## config.mk

```make
export PLATFORM = sky130hd
export DESIGN_NAME = ignition_timing_angle_calc
export DESIGN_NICKNAME = d
export VERILOG_FILES = /design/src/include/ign_timing_pkg.sv /design/src/rtl/ignition_timing_angle_calc.sv /design/src/rtl/interp_div.sv
export SDC_FILE = /design/constraint.sdc
export NUM_CORES = 2
export LEC_CHECK = 0
export ABC_CLOCK_PERIOD_IN_PS = 23300
export BUFFER_PORTS_ARGS = -buffer_cell sky130_fd_sc_hd__buf_2
export CORE_MARGIN = 4
export CORE_UTILIZATION = 65
export CTS_CLUSTER_DIAMETER = 60
export DETAILED_ROUTE_END_ITERATION = 8
export MAX_ROUTING_LAYER = met4
export PLACE_DENSITY = 0.92
export SYNTH_ARGS = -nofsm -noshare
export SYNTH_HDL_FRONTEND = slang
export SYNTH_HIERARCHICAL = 1
export SYNTH_SLANG_ARGS = --single-unit
```

## constraint.sdc

```tcl
create_clock -name ref_clk -period 23.3 [get_ports ref_clk]
set_clock_uncertainty 0.2 [all_clocks]
set_input_delay 0 -clock ref_clk [delete_from_list [all_inputs] [get_ports ref_clk]]
set_output_delay 0 -clock ref_clk [all_outputs]
set_load 0.005 [all_outputs]
```

## src/include/ign_timing_pkg.sv

```systemverilog
// Contract
// - Each schedule has own curve, enable gates it
// - Per schedule enable for analog offset
// - Stored angle at knob left end stop
// - Stored angle at knob right end stop
// - Clamp sum to schedule advance limit
// - Clamp sum to schedule retard limit
// - Signed analog term added to sum
// - Stored signed offset at lowest input
// - Stored signed offset at highest input
// - Analog offset linear across input range
// - Breakpoint count programmable, five at most
// - Breakpoint holds speed and signed angle
// - Stopped engine reports knob term alone
// - Energy level limited to twenty..hundred percent
// - Contact input selects active schedule
// - Knob disable freezes knob contribution
package ign_timing_pkg;
	localparam int ANGLE_W = 16;
	localparam int SPEED_W = 16;
	localparam int NUM_W   = 40;
	localparam int DEN_W   = 17;
	localparam int MAX_BREAKPOINTS = 5;

	// Global word byte offsets
	localparam logic [7:0] REG_CTRL   = 8'h00;
	localparam logic [7:0] REG_ENERGY = 8'h04;
	localparam logic [7:0] REG_STATUS = 8'h08;
	// Schedule regions, selected by adr[7:6]
	localparam logic [1:0] REGION_GLOBAL = 2'h0;
	localparam logic [1:0] REGION_SCHED_A = 2'h1;
	localparam logic [1:0] REGION_SCHED_B = 2'h2;
	// Word index inside a schedule region
	localparam logic [3:0] W_ENABLES    = 4'h0;
	localparam logic [3:0] W_KNOB_LEFT  = 4'h1;
	localparam logic [3:0] W_KNOB_RIGHT = 4'h2;
	localparam logic [3:0] W_ANA_LOW    = 4'h3;
	localparam logic [3:0] W_ANA_HIGH   = 4'h4;
	localparam logic [3:0] W_MAX_ADV    = 4'h5;
	localparam logic [3:0] W_MAX_RET    = 4'h6;
	localparam logic [3:0] W_BP_FIRST   = 4'h8;
	localparam logic [3:0] W_BP_LAST    = 4'hc;

	// Field layouts
	localparam int EN_CURVE_BIT  = 0;
	localparam int EN_ANALOG_BIT = 1;
	localparam int BP_COUNT_LSB  = 4;
	localparam int BP_COUNT_W    = 3;
	localparam int CTRL_POT_EN_BIT = 0;
	localparam int CTRL_CONTACT_AB_BIT = 1;
	localparam int STAT_SCHED_BIT = 16;
	localparam int STAT_BUSY_BIT  = 17;
	localparam int BP_SPEED_LSB   = 16;

	localparam logic [31:0] ENABLES_MASK = 32'h0000_0073;
	localparam logic [31:0] ANGLE_MASK   = 32'h0000_ffff;
	localparam logic [31:0] CTRL_MASK    = 32'h0000_0003;
	localparam logic [31:0] CTRL_RESET   = 32'h0000_0001;
	localparam logic [31:0] CFG_RESET    = 32'h0000_0000;

	localparam logic [6:0] ENERGY_MIN   = 7'h14;
	localparam logic [6:0] ENERGY_MAX   = 7'h64;
	localparam logic [6:0] ENERGY_RESET = 7'h64;

	typedef enum logic [2:0] {
		S_IDLE = 3'b000,
		S_POT  = 3'b001,
		S_ANA  = 3'b011,
		S_CRV  = 3'b010,
		S_SUM  = 3'b110
	} calc_state_e;
endpackage : ign_timing_pkg

```

## src/rtl/ignition_timing_angle_calc.sv

```systemverilog
module ignition_timing_angle_calc #(
	parameter int KNOB_W   = 10,
	parameter int ANALOG_W = 10
) (
	// Clock and reset
	input  wire logic                 ref_clk,
	input  wire logic                 nrst,
	// Wishbone slave
	input  wire logic                 wb_cyc_i,
	input  wire logic                 wb_stb_i,
	input  wire logic                 wb_we_i,
	input  wire logic [7:0]           wb_adr_i,
	input  wire logic [3:0]           wb_sel_i,
	input  wire logic [31:0]          wb_dat_i,
	output logic      [31:0]          wb_dat_o,
	output logic                      wb_ack_o,
	// Sensor inputs
	input  wire logic [KNOB_W-1:0]    knobPos,
	input  wire logic [ANALOG_W-1:0]  analogLevel,
	input  wire logic [15:0]          engineSpeed,
	input  wire logic                 contactIn,
	// Results
	output logic      [15:0]          fireAngle,
	output logic                      angleValid,
	output logic                      activeSchedule,
	output logic      [6:0]           energyLevel
);
	localparam int NW = ign_timing_pkg::NUM_W;
	localparam int DW = ign_timing_pkg::DEN_W;
	localparam logic [DW-1:0] KNOB_FULL = DW'((1 << KNOB_W) - 1);
	localparam logic [DW-1:0] ANA_FULL  = DW'((1 << ANALOG_W) - 1);
	localparam ign_timing_pkg::calc_state_e S_IDLE =
		ign_timing_pkg::S_IDLE;
	localparam ign_timing_pkg::calc_state_e S_POT =
		ign_timing_pkg::S_POT;
	localparam ign_timing_pkg::calc_state_e S_ANA =
		ign_timing_pkg::S_ANA;
	localparam ign_timing_pkg::calc_state_e S_CRV =
		ign_timing_pkg::S_CRV;
	localparam ign_timing_pkg::calc_state_e S_SUM =
		ign_timing_pkg::S_SUM;

	logic [31:0] cfgMem [0:31];
	logic [31:0] ctrl_ff, nxt_ctrl;
	logic [6:0]  energy_ff, nxt_energy;
	logic        wbAck_ff, nxt_wbAck;
	logic [31:0] wbDat_ff, nxt_wbDat;
	logic        wrTake;
	logic [4:0]  wrIdx;
	logic        wrHit;
	logic [31:0] wrWord;

	ign_timing_pkg::calc_state_e state_ff, nxt_state;
	logic              sched_ff, nxt_sched;
	logic signed [17:0] potTerm_ff, nxt_potTerm;
	logic signed [17:0] anaTerm_ff, nxt_anaTerm;
	logic signed [17:0] crvTerm_ff, nxt_crvTerm;
	logic signed [15:0] fire_ff, nxt_fire;
	logic              valid_ff, nxt_valid;
	logic [KNOB_W-1:0] knobHeld_ff, nxt_knobHeld;
	logic [KNOB_W-1:0] knobUse;

	logic                  divStart, divDone;
	logic signed [NW-1:0]  divNum, divQuot;
	logic        [DW-1:0]  divDen;
	logic signed [15:0]    opBase, crvBase;
	logic signed [NW-1:0]  crvNum;
	logic        [DW-1:0]  crvDen;
	logic signed [17:0]    stepTerm;
	logic signed [19:0]    sum;
	logic signed [15:0]    maxAdv, maxRet;
	logic                  curveEn, anaEn;
	logic [2:0]            bpCount;
	int                    seg;
	logic [31:0]           enWord;
	logic signed [15:0]    base_ff, nxt_base;

	function automatic logic [31:0] selMask(input logic [3:0] sel);
		selMask = {{8{sel[3]}}, {8{sel[2]}}, {8{sel[1]}}, {8{sel[0]}}};
	endfunction : selMask

	function automatic logic [31:0] fieldMask(input logic [3:0] w);
		if (w == ign_timing_pkg::W_ENABLES)
			fieldMask = ign_timing_pkg::ENABLES_MASK;
		else if (w >= ign_timing_pkg::W_BP_FIRST
			&& w <= ign_timing_pkg::W_BP_LAST)
			fieldMask = 32'hffff_ffff;
		else if (w <= ign_timing_pkg::W_MAX_RET)
			fieldMask = ign_timing_pkg::ANGLE_MASK;
		else
			fieldMask = 32'h0000_0000;
	endfunction : fieldMask

	function automatic logic [31:0] cfgWord(input logic s,
		input logic [3:0] w);
		cfgWord = cfgMem[{s, w}];
	endfunction : cfgWord

	function automatic logic signed [NW-1:0] scaleNum(
		input logic signed [15:0] a0, input logic signed [15:0] a1,
		input logic signed [17:0] dx);
		logic signed [16:0] d;
		d = 17'($signed(a1)) - 17'($signed(a0));
		scaleNum = NW'(d * dx);
	endfunction : scaleNum

	// Wishbone slave and configuration store
	assign wrTake = wb_cyc_i && wb_stb_i && wbAck_ff && wb_we_i;
	assign wrIdx  = {wb_adr_i[7], wb_adr_i[5:2]};
	assign wrHit  = wb_adr_i[7:6] == ign_timing_pkg::REGION_SCHED_A
		|| wb_adr_i[7:6] == ign_timing_pkg::REGION_SCHED_B;

	always_comb
	begin
		nxt_wbAck  = wb_cyc_i && wb_stb_i && !wbAck_ff;
		nxt_wbDat  = 32'h0000_0000;
		nxt_ctrl   = ctrl_ff;
		nxt_energy = energy_ff;
		wrWord = (cfgMem[wrIdx] & ~selMask(wb_sel_i))
			| (wb_dat_i & selMask(wb_sel_i));
		wrWord = wrWord & fieldMask(wb_adr_i[5:2]);
		if (wb_adr_i[5:2] == ign_timing_pkg::W_ENABLES
			&& wrWord[ign_timing_pkg::BP_COUNT_LSB +: 3]
			> 3'(ign_timing_pkg::MAX_BREAKPOINTS))
			wrWord[ign_timing_pkg::BP_COUNT_LSB +: 3] =
				3'(ign_timing_pkg::MAX_BREAKPOINTS);
		if (wb_cyc_i && wb_stb_i && !wbAck_ff)
		begin
			if (wrHit)
				nxt_wbDat = cfgMem[wrIdx];
			else if (wb_adr_i == ign_timing_pkg::REG_CTRL)
				nxt_wbDat = ctrl_ff;
			else if (wb_adr_i == ign_timing_pkg::REG_ENERGY)
				nxt_wbDat = {25'h0, energy_ff};
			else if (wb_adr_i == ign_timing_pkg::REG_STATUS)
				nxt_wbDat = {14'h0, state_ff != S_IDLE, sched_ff,
					fire_ff};
		end
		if (wrTake && wb_adr_i == ign_timing_pkg::REG_CTRL)
			nxt_ctrl = ((ctrl_ff & ~selMask(wb_sel_i))
				| (wb_dat_i & selMask(wb_sel_i)))
				& ign_timing_pkg::CTRL_MASK;
		if (wrTake && wb_adr_i == ign_timing_pkg::REG_ENERGY
			&& wb_sel_i[0])
		begin
			if (wb_dat_i[7:0] < {1'b0, ign_timing_pkg::ENERGY_MIN})
				nxt_energy = ign_timing_pkg::ENERGY_MIN;
			else if (wb_dat_i[7:0] > {1'b0, ign_timing_pkg::ENERGY_MAX})
				nxt_energy = ign_timing_pkg::ENERGY_MAX;
			else
				nxt_energy = wb_dat_i[6:0];
		end
	end

	always_ff @(posedge ref_clk or negedge nrst)
	begin
		if (!nrst)
		begin
			wbAck_ff  <= 1'b0;
			wbDat_ff  <= 32'h0000_0000;
			ctrl_ff   <= ign_timing_pkg::CTRL_RESET;
			energy_ff <= ign_timing_pkg::ENERGY_RESET;
			for (int i = 0; i < 32; i++)
				cfgMem[i] <= ign_timing_pkg::CFG_RESET;
		end
		else
		begin
			wbAck_ff  <= nxt_wbAck;
			wbDat_ff  <= nxt_wbDat;
			ctrl_ff   <= nxt_ctrl;
			energy_ff <= nxt_energy;
			if (wrTake && wrHit)
				cfgMem[wrIdx] <= wrWord;
		end
	end

	// Active schedule fields
	assign enWord = cfgWord(sched_ff, ign_timing_pkg::W_ENABLES);
	assign curveEn = enWord[ign_timing_pkg::EN_CURVE_BIT];
	assign anaEn = enWord[ign_timing_pkg::EN_ANALOG_BIT];
	assign bpCount = enWord[ign_timing_pkg::BP_COUNT_LSB +: 3];
	assign maxAdv = 16'(cfgWord(sched_ff, ign_timing_pkg::W_MAX_ADV));
	assign maxRet = 16'(cfgWord(sched_ff, ign_timing_pkg::W_MAX_RET));
	assign knobUse = ctrl_ff[ign_timing_pkg::CTRL_POT_EN_BIT]
		? knobPos : knobHeld_ff;

	// Curve segment search and interpolation operands
	always_comb
	begin
		logic [31:0] lo, hi;
		lo  = 32'h0000_0000;
		hi  = 32'h0000_0000;
		seg = 0;
		for (int i = 0; i < ign_timing_pkg::MAX_BREAKPOINTS; i++)
		begin
			lo = cfgWord(sched_ff, 4'(ign_timing_pkg::W_BP_FIRST + i));
			if (i < int'(bpCount) && engineSpeed >=
				lo[ign_timing_pkg::BP_SPEED_LSB +: 16])
				seg = i;
		end
		lo = cfgWord(sched_ff, 4'(ign_timing_pkg::W_BP_FIRST + seg));
		hi = cfgWord(sched_ff, 4'(ign_timing_pkg::W_BP_FIRST + seg + 1));
		crvBase = lo[15:0];
		crvNum  = '0;
		crvDen  = DW'(1);
		if (!curveEn || bpCount == 3'h0)
			crvBase = 16'sh0000;
		else if (seg + 1 < int'(bpCount) && engineSpeed >=
			lo[ign_timing_pkg::BP_SPEED_LSB +: 16]
			&& hi[31:16] > lo[31:16])
		begin
			crvNum = scaleNum(lo[15:0], hi[15:0],
				18'(engineSpeed - lo[31:16]));
			crvDen = DW'(hi[31:16] - lo[31:16]);
		end
	end

	// Operand feed to the shared divider
	always_comb
	begin
		opBase = 16'sh0000;
		divNum = '0;
		divDen = DW'(1);
		case (state_ff)
			S_IDLE:
			begin
				opBase = 16'(cfgWord(nxt_sched,
					ign_timing_pkg::W_KNOB_LEFT));
				divNum = scaleNum(opBase,
					16'(cfgWord(nxt_sched, ign_timing_pkg::W_KNOB_RIGHT)),
					18'(knobUse));
				divDen = KNOB_FULL;
			end
			S_POT:
			begin
				opBase = 16'(cfgWord(sched_ff,
					ign_timing_pkg::W_ANA_LOW));
				divNum = scaleNum(opBase,
					16'(cfgWord(sched_ff, ign_timing_pkg::W_ANA_HIGH)),
					18'(analogLevel));
				divDen = ANA_FULL;
			end
			S_ANA:
			begin
				opBase = crvBase;
				divNum = crvNum;
				divDen = crvDen;
			end
			default:
			begin
				opBase = 16'sh0000;
			end
		endcase
	end

	// Base held from divide start, operands move on meanwhile
	assign stepTerm = 18'(base_ff) + 18'(divQuot);
	assign sum = 20'(potTerm_ff) + 20'(crvTerm_ff)
		+ (anaEn ? 20'(anaTerm_ff) : 20'sh00000);

	// Calculation sequencer
	always_comb
	begin
		nxt_state    = state_ff;
		nxt_sched    = ctrl_ff[ign_timing_pkg::CTRL_CONTACT_AB_BIT]
			? contactIn : 1'b0;
		nxt_potTerm  = potTerm_ff;
		nxt_anaTerm  = anaTerm_ff;
		nxt_crvTerm  = crvTerm_ff;
		nxt_fire     = fire_ff;
		nxt_valid    = valid_ff;
		nxt_knobHeld = ctrl_ff[ign_timing_pkg::CTRL_POT_EN_BIT]
			? knobPos : knobHeld_ff;
		divStart     = 1'b0;
		if (state_ff != S_IDLE)
			nxt_sched = sched_ff;
		case (state_ff)
			S_IDLE:
			begin
				divStart  = 1'b1;
				nxt_state = S_POT;
			end
			S_POT:
				if (divDone)
				begin
					nxt_potTerm = stepTerm;
					divStart    = 1'b1;
					nxt_state   = S_ANA;
				end
			S_ANA:
				if (divDone)
				begin
					nxt_anaTerm = stepTerm;
					divStart    = 1'b1;
					nxt_state   = S_CRV;
				end
			S_CRV:
				if (divDone)
				begin
					nxt_crvTerm = stepTerm;
					nxt_state   = S_SUM;
				end
			S_SUM:
			begin
				if (engineSpeed == 16'h0000)
					nxt_fire = potTerm_ff[15:0];
				else if (sum > 20'(maxAdv))
					nxt_fire = maxAdv;
				else if (sum < 20'(maxRet))
					nxt_fire = maxRet;
				else
					nxt_fire = sum[15:0];
				nxt_valid = 1'b1;
				nxt_state = S_IDLE;
			end
			default:
				nxt_state = S_IDLE;
		endcase
		nxt_base = divStart ? opBase : base_ff;
	end

	always_ff @(posedge ref_clk or negedge nrst)
	begin
		if (!nrst)
		begin
			state_ff    <= S_IDLE;
			sched_ff    <= 1'b0;
			potTerm_ff  <= 18'sh00000;
			anaTerm_ff  <= 18'sh00000;
			crvTerm_ff  <= 18'sh00000;
			fire_ff     <= 16'sh0000;
			valid_ff    <= 1'b0;
			knobHeld_ff <= '0;
			base_ff     <= 16'sh0000;
		end
		else
		begin
			state_ff    <= nxt_state;
			sched_ff    <= nxt_sched;
			potTerm_ff  <= nxt_potTerm;
			anaTerm_ff  <= nxt_anaTerm;
			crvTerm_ff  <= nxt_crvTerm;
			fire_ff     <= nxt_fire;
			valid_ff    <= nxt_valid;
			knobHeld_ff <= nxt_knobHeld;
			base_ff     <= nxt_base;
		end
	end

	interp_div #(.NW(NW), .DW(DW)) divider (
		.ref_clk (ref_clk),
		.nrst    (nrst),
		.start   (divStart),
		.num     (divNum),
		.den     (divDen),
		.done    (divDone),
		.quot    (divQuot)
	);

	assign wb_ack_o       = wbAck_ff;
	assign wb_dat_o       = wbDat_ff;
	assign fireAngle      = fire_ff;
	assign angleValid     = valid_ff;
	assign activeSchedule = sched_ff;
	assign energyLevel    = energy_ff;
endmodule : ignition_timing_angle_calc

```

## src/rtl/interp_div.sv

```systemverilog
module interp_div #(
	parameter int NW = 40,
	parameter int DW = 17
) (
	// Clock and reset
	input  wire logic                 ref_clk,
	input  wire logic                 nrst,
	// Request
	input  wire logic                 start,
	input  wire logic signed [NW-1:0] num,
	input  wire logic        [DW-1:0] den,
	// Answer
	output logic                      done,
	output logic signed      [NW-1:0] quot
);
	logic          busy_ff, nxt_busy;
	logic          neg_ff, nxt_neg;
	logic          done_ff, nxt_done;
	logic [6:0]    cnt_ff, nxt_cnt;
	logic [DW:0]   rem_ff, nxt_rem;
	logic [NW-1:0] quo_ff, nxt_quo;
	logic [DW-1:0] den_ff, nxt_den;
	logic [DW:0]   trial;

	// Restoring division, one bit per cycle
	always_comb
	begin
		nxt_busy = busy_ff;
		nxt_neg  = neg_ff;
		nxt_done = 1'b0;
		nxt_cnt  = cnt_ff;
		nxt_rem  = rem_ff;
		nxt_quo  = quo_ff;
		nxt_den  = den_ff;
		trial    = {rem_ff[DW-1:0], quo_ff[NW-1]};
		if (start)
		begin
			nxt_busy = 1'b1;
			nxt_neg  = num[NW-1];
			nxt_quo  = num[NW-1] ? NW'(-num) : num;
			nxt_rem  = '0;
			nxt_den  = den;
			nxt_cnt  = 7'(NW);
		end
		else if (busy_ff)
		begin
			if (trial >= {1'b0, den_ff})
			begin
				nxt_rem = trial - {1'b0, den_ff};
				nxt_quo = {quo_ff[NW-2:0], 1'b1};
			end
			else
			begin
				nxt_rem = trial;
				nxt_quo = {quo_ff[NW-2:0], 1'b0};
			end
			nxt_cnt = cnt_ff - 7'h01;
			if (cnt_ff == 7'h01)
			begin
				nxt_busy = 1'b0;
				nxt_done = 1'b1;
			end
		end
	end

	always_ff @(posedge ref_clk or negedge nrst)
	begin
		if (!nrst)
		begin
			busy_ff <= 1'b0;
			neg_ff  <= 1'b0;
			done_ff <= 1'b0;
			cnt_ff  <= 7'h00;
			rem_ff  <= '0;
			quo_ff  <= '0;
			den_ff  <= '0;
		end
		else
		begin
			busy_ff <= nxt_busy;
			neg_ff  <= nxt_neg;
			done_ff <= nxt_done;
			cnt_ff  <= nxt_cnt;
			rem_ff  <= nxt_rem;
			quo_ff  <= nxt_quo;
			den_ff  <= nxt_den;
		end
	end

	assign done = done_ff;
	assign quot = neg_ff ? NW'(-$signed(quo_ff)) : $signed(quo_ff);
endmodule : interp_div

```

# Word-level counts from Yosys, hierarchy flattened
# Index checks and enable logic that the tools add are counted.
[op_classes]
addsub = 15
mul = 3
magnitude_cmp = 35
eq_ne = 12
muxes = 97
bitwise = 21
n_reduce_logical = 34
[ops]
columns = ["op", "count"]
rows = [
  ["32-bit binary-select mux with 5-bit select", 14],
  ["1024-bit bitwise mux", 1],
  ["32-bit 2-to-1 mux", 22],
  ["16-bit 2-to-1 mux", 17],
  ["40-bit 2-to-1 mux", 5],
  ["32-bit demux with 5-bit select", 1],
  ["40-bit one-hot mux with 3 select lines", 1],
  ["32-bit AND", 3],
  ["17-bit 2-to-1 mux", 5],
  ["16-bit by 16-bit subtractor with 17-bit output", 5],
  ["6-bit >= comparator (second input constant)", 14],
  ["5-bit NOT with 6-bit output", 14],
  ["16-bit >= comparator", 5],
  ["18-bit 2-to-1 mux", 4],
  ["17-bit by 11-bit multiplier with 28-bit output", 2],
  ["16-bit one-hot mux with 3 select lines", 1],
  ["7-bit 2-to-1 mux", 6],
  ["40-bit negation", 1],
  ["17-bit by 17-bit multiplier with 34-bit output", 1],
  ["17-bit one-hot mux with 2 select lines", 1],
  ["32-bit by 2-bit adder with 32-bit output (second input constant)", 1],
  ["32-bit by 4-bit less-than comparator with 1-bit output", 1],
  ["32-bit NOT", 1],
  ["32-bit bitwise OR", 1],
  ["other kinds (51)", 90],
]
[totals]
ff_bits = 1251
in_bits = 86

# Logic depth before layout (Yosys ltp)
[logic_depth]
depth_word = 24
ltp_mapped = 67

# Hierarchy
# The synthesis kept the hierarchy.
[by_module_without_submodules]
columns = ["mod", "instances", "cells_each", "area_per_inst_um2", "seq_area_each_um2"]
rows = [
  ["ignition_timing_angle_calc", 1, 7931, 90267.8, 29208.0],
  ["interp_div", 1, 766, 6429.9, 2102.0],
]

# Worst setup path before layout
# Ideal clock, no wire load.
[synth_path]
kind = "reg-to-reg"
startpoint = "register sched_ff (netlist: activeSchedule)"
endpoint = "register divider.quo_ff[35]"
setup_ps = 79
t_arrival_ps = 18273
required_time_ps = 23021
slack_ps = 4748
path_stages_with_launch = 64
path_buffers = 17
synth_period_minus_slack_ps = 18552
cell_sequence = "dfrtp_1 -> buf_4 -> clkbuf_1 -> clkbuf_1 -> buf_1 -> clkbuf_1 -> clkbuf_1 -> buf_1 -> mux2i_1 -> ha_1 -> and3_1 -> a2111oi_0 -> o2111ai_1 -> a21oi_1 -> clkbuf_1 -> clkbuf_1 -> buf_1 -> nor2_1 -> [28 not listed] -> fa_1 -> inv_1 -> ha_1 -> a21o_1 -> a211o_1 -> o221ai_1 -> a21oi_1 -> o41ai_1 -> o21ai_0 -> a2111oi_0 -> nor2_1 -> mux2i_1 -> o31ai_1 -> clkbuf_1 -> clkbuf_1 -> o41ai_1 -> xor2_1 -> a21oi_1"
[synth_between]
elab_chain_len = 24
[synth_lines]
columns = ["item", "line_no", "text"]
rows = [
  ["from (decl)", "ignition_timing_angle_calc.sv:54", "logic sched_ff, nxt_sched;"],
  ["from (signal assigned)", "ignition_timing_angle_calc.sv:339", "sched_ff <= nxt_sched;"],
  ["5-bit NOT with 6-bit output (not written as such)", "ignition_timing_angle_calc.sv:96", "cfgWord = cfgMem[{s, w}];"],
  ["32-bit binary-select mux with 5-bit select", "ignition_timing_angle_calc.sv:96", ""],
  ["32-bit 2-to-1 mux (not written as such) / 7-bit 2-to-1 mux (equally long branches) (2 in a row)", "ignition_timing_angle_calc.sv:96", ""],
  ["16-bit >= comparator / 1-bit by 3-bit less-than comparator with 1-bit output (equally long branches)", "ignition_timing_angle_calc.sv:197", "if (i < int'(bpCount) && engineSpeed >="],
  ["1-bit logical AND", "ignition_timing_angle_calc.sv:197", ""],
  ["1-bit 2-to-1 mux", "ignition_timing_angle_calc.sv:197", ""],
  ["32-bit 2-to-1 mux (3 in a row)", "ignition_timing_angle_calc.sv:197", ""],
  ["4-bit adder", "ignition_timing_angle_calc.sv:201, ignition_timing_angle_calc.sv:202", ""],
  ["[6 not listed]", "--", ""],
  ["17-bit by 17-bit multiplier with 34-bit output / 1-bit logical AND (equally long branches)", "ignition_timing_angle_calc.sv:104, ignition_timing_angle_calc.sv:210", ""],
  ["40-bit 2-to-1 mux", "ignition_timing_angle_calc.sv:208", "else if (seg + 1 < int'(bpCount) && engineSpeed >="],
  ["40-bit 2-to-1 mux", "ignition_timing_angle_calc.sv:206", "if (!curveEn || bpCount == 3'h0)"],
  ["40-bit one-hot mux with 3 select lines *", "ignition_timing_angle_calc.sv:224", "case (state_ff)"],
  ["via divNum[33]", "ignition_timing_angle_calc.sv:64", "logic signed [NW-1:0] divNum, divQuot;"],
  ["40-bit negation *", "interp_div.sv:40", "nxt_quo = num[NW-1] ? NW'(-num) : num;"],
  ["40-bit 2-to-1 mux *", "interp_div.sv:40", ""],
  ["40-bit 2-to-1 mux *", "interp_div.sv:36", "if (start)"],
  ["to (signal assigned)", "interp_div.sv:85", "quo_ff <= nxt_quo;"],
  ["to (decl)", "interp_div.sv:21", "logic [NW-1:0] quo_ff, nxt_quo;"],
]
# Mark *: on every way through the listed nets, which the timed path passes. The rest lies on a longest branch. The select of a mux whose other input is x is not followed.
# A chain may end at the register's enable or synchronous reset.

# Final worst setup path
# Ends and elaborated chain as after synthesis.

==> out/qor.yml <==
timing:
  finalHoldViolations: 0
  fin_crit_sh_pct: 83.2
  period_minus_slack_ps: 19390
  fin_setup_tns_ps: 0
  slew_headroom_pct: -2.27
  tightestPinTransition_ps: 1490
  clock.fmax_ghz: 0.0516
  drv_slew: 1
  whs_ps: 65.8
  rsz0062_at_grt: "no"
  setup_viol: 0
die:
  die_y_microns: 393
  core_sq_mm: 0.146
  die_x_microns: 393
  num_rows: 140
  die-area_sq_mm: 0.154
  start_util_pct: 65.7
  ioPinCount: 144
placement:
  dp_hpwl_mm: 219
  placed_area_sq_mm: 0.0987
  port_buffers: 143
  gp_congestion: 1.02
detailed_routing:
  drtIter0Drc: 10624
  via_per_inst: 7.18
  num_vias: 76916
  wl_per_cell_microns: 30.7
  drc_errors: 14
  firstDrtPassIters: 9
  wl_mm: 329
  ant_nets: 0
setup_path:
  crit_path_frequent_cell: "fa_1"
  arrival_ps: 19830
  worstPathRequired_ps: 23740
  cp_slowest_stage_delay_ps: 950
  cp_slowest_cell: "dfrtp_4"
  critPathCaptureType: "flop"
  critPathKind: "flop to flop"
  start_kind: "flop"
  cp_max_fo: 97
  r2r_slack_ps: 3910
power_and_ir_drop:
  power_leakage_nw: 49.1
  ir_drop_uv: 76.7
  cellPowerDensity_mw_per_mm2: 62.8
run_status:
  outcome: "complete, but fails checks"
  violations: "design-rule violations, max-capacitance violations, max-slew violations"
finish:
  finalNetCount: 9815
  final_area_sq_mm: 0.105
  drive_gt1_share_pct: 19.1
  area_growth_syn_to_layout_pct: 8.67
  final_util_pct: 71.4
clock_tree:
  cts_root_buf: "clkbuf_16"
  cts_tree: "yes"
  numCtsBuffers: 139
  insertion_delay_ps: 860
  clock_sinks: 1251
  cts_resized: 0
  cts.htree.levels: 4
  cts.clk_slew.worst_paths_ps: 60
  clk_path_buf_depth: 3
  cts_setup_buffers: 0
hold_path:
  hold_path_class: "input pin to flop"
global_routing:
  grt_pass1_vias: 80900
  grt_start_max_net_pins: 192
  grt_pass1_wl_mm: 498
  antenna_found_initial: 32
  grtUsageTotal_pct: 44.5
  overflow: 0
synthesis:
  synth_warnings: 6
  netlist_instances: 8629
  synth_nets: 9796
  avgSynthCellArea_sq_um: 11.1
  netlist_area_sq_mm: 0.0962
flow_run:
  cap_viol_max_count: 2
-- path summary, 6_finish.rpt --
check / end / cells past startpoint / start
max: divider/quo_ff[35] / 56 / activeSchedule
min: wb_ack_o / 5 / wb_cyc_i
max reg2reg: divider/quo_ff[35] / 56 / activeSchedule
min reg2reg: anaTerm_ff[14] / 2 / anaTerm_ff[14]
max in group asynchronous: knobHeld_ff[5] / 7 / nrst
min in group asynchronous: cfgMem[443] / 4 / nrst
-- report_power, final --
part | switching, mW | internal, mW | total [mW]
Combinational | 1.19 | 0.773 | 1.96
Sequential | 0.0342 | 2.21 | 2.24
Clock | 1.03 | 1.33 | 2.36
-- registers in the layout, summed over array words and instances, names as in the netlist, 3 cells and up, named ones only --
signal and cells:
crvTerm_ff 18, divider/cnt_ff 7, energyLevel 7, knobHeld_ff 10
potTerm_ff 18, base_ff 16, anaTerm_ff 18, divider/quo_ff 40
fireAngle 16, divider/den_ff 17, cfgMem 1024, state_ff 3
divider/rem_ff 17, wb_dat_o 32
-- layout make-up --
| class | count | area [sq um] |
|---|---|---|
| Tap cell | 1917 | 2400 |
| Antenna cell | 45 | 113 |
| Clock inverter | 67 | 941 |
| Inverter | 791 | 2970 |
| Timing Repair Buffer | 370 | 2780 |
| Clock buffer | 179 | 3840 |
| Fill cell | 8990 | 41900 |
| Multi-Input combinational cell | 6095 | 60200 |
| Sequential cell | 1251 | 31300 |
-- worst max-delay path: cells and delay by family, from the launching register on --
family | cells | cell delay, ps
adder cells (fa/ha/maj) | 11 | 4710
flip-flops | 1 | 950
XOR/XNOR | 3 | 510
AND/OR/NAND/NOR | 12 | 3480
multiplexers | 2 | 790
buffers and inverters | 8 | 2200
AO/OA/AOI/OAI | 20 | 6230
-- cells in the final DEF, fill, tap and decap left out, drive strengths merged, types with 53 or more instances in the layout --
cell type,count
o21ai,329
dfrtp,1247
nand2b,53
or3,58
fa,627
a211oi,60
nand3,114
dlygate4sd3,88
buf,282
xnor2,154
nor2,500
inv,806
a21oi,260
mux2,539
and2,524
clkbuf,179
nand2,560
nor2b,191
a21o,71
ha,454
nor3,99
mux2i,320
mux4,525
xor2,93
-- layer usage --
metal | global-route usage [%] | wire (microns)
met1 | 50.7 | 106000
met2 | 63.2 | 142000
met3 | 19.2 | 51400
met4 | 31.4 | 30300
met5 | - | 0
-- through the flow --
step | setup WS [ps] | power, mW | cells
4_1_cts | 4370 | 6.50 | 10670
6_report | 3910 | 6.56 | 10715
3_3_place_gp | 5010 | 4.07 | 10335
3_5_place_dp | 4650 | 4.18 | 10335
2_1_floorplan | 4750 | 3.63 | 8629
5_1_grt | 3130 | 6.85 | 10706
-- timing repair --
item | in CTS | in global routing
setup endpoints to repair | 0 | 0
endpoints found under the hold margin | 1225 | 0
hold buffers | 89 | 0
No activity file was read; power rests on OpenSTA's default activity.
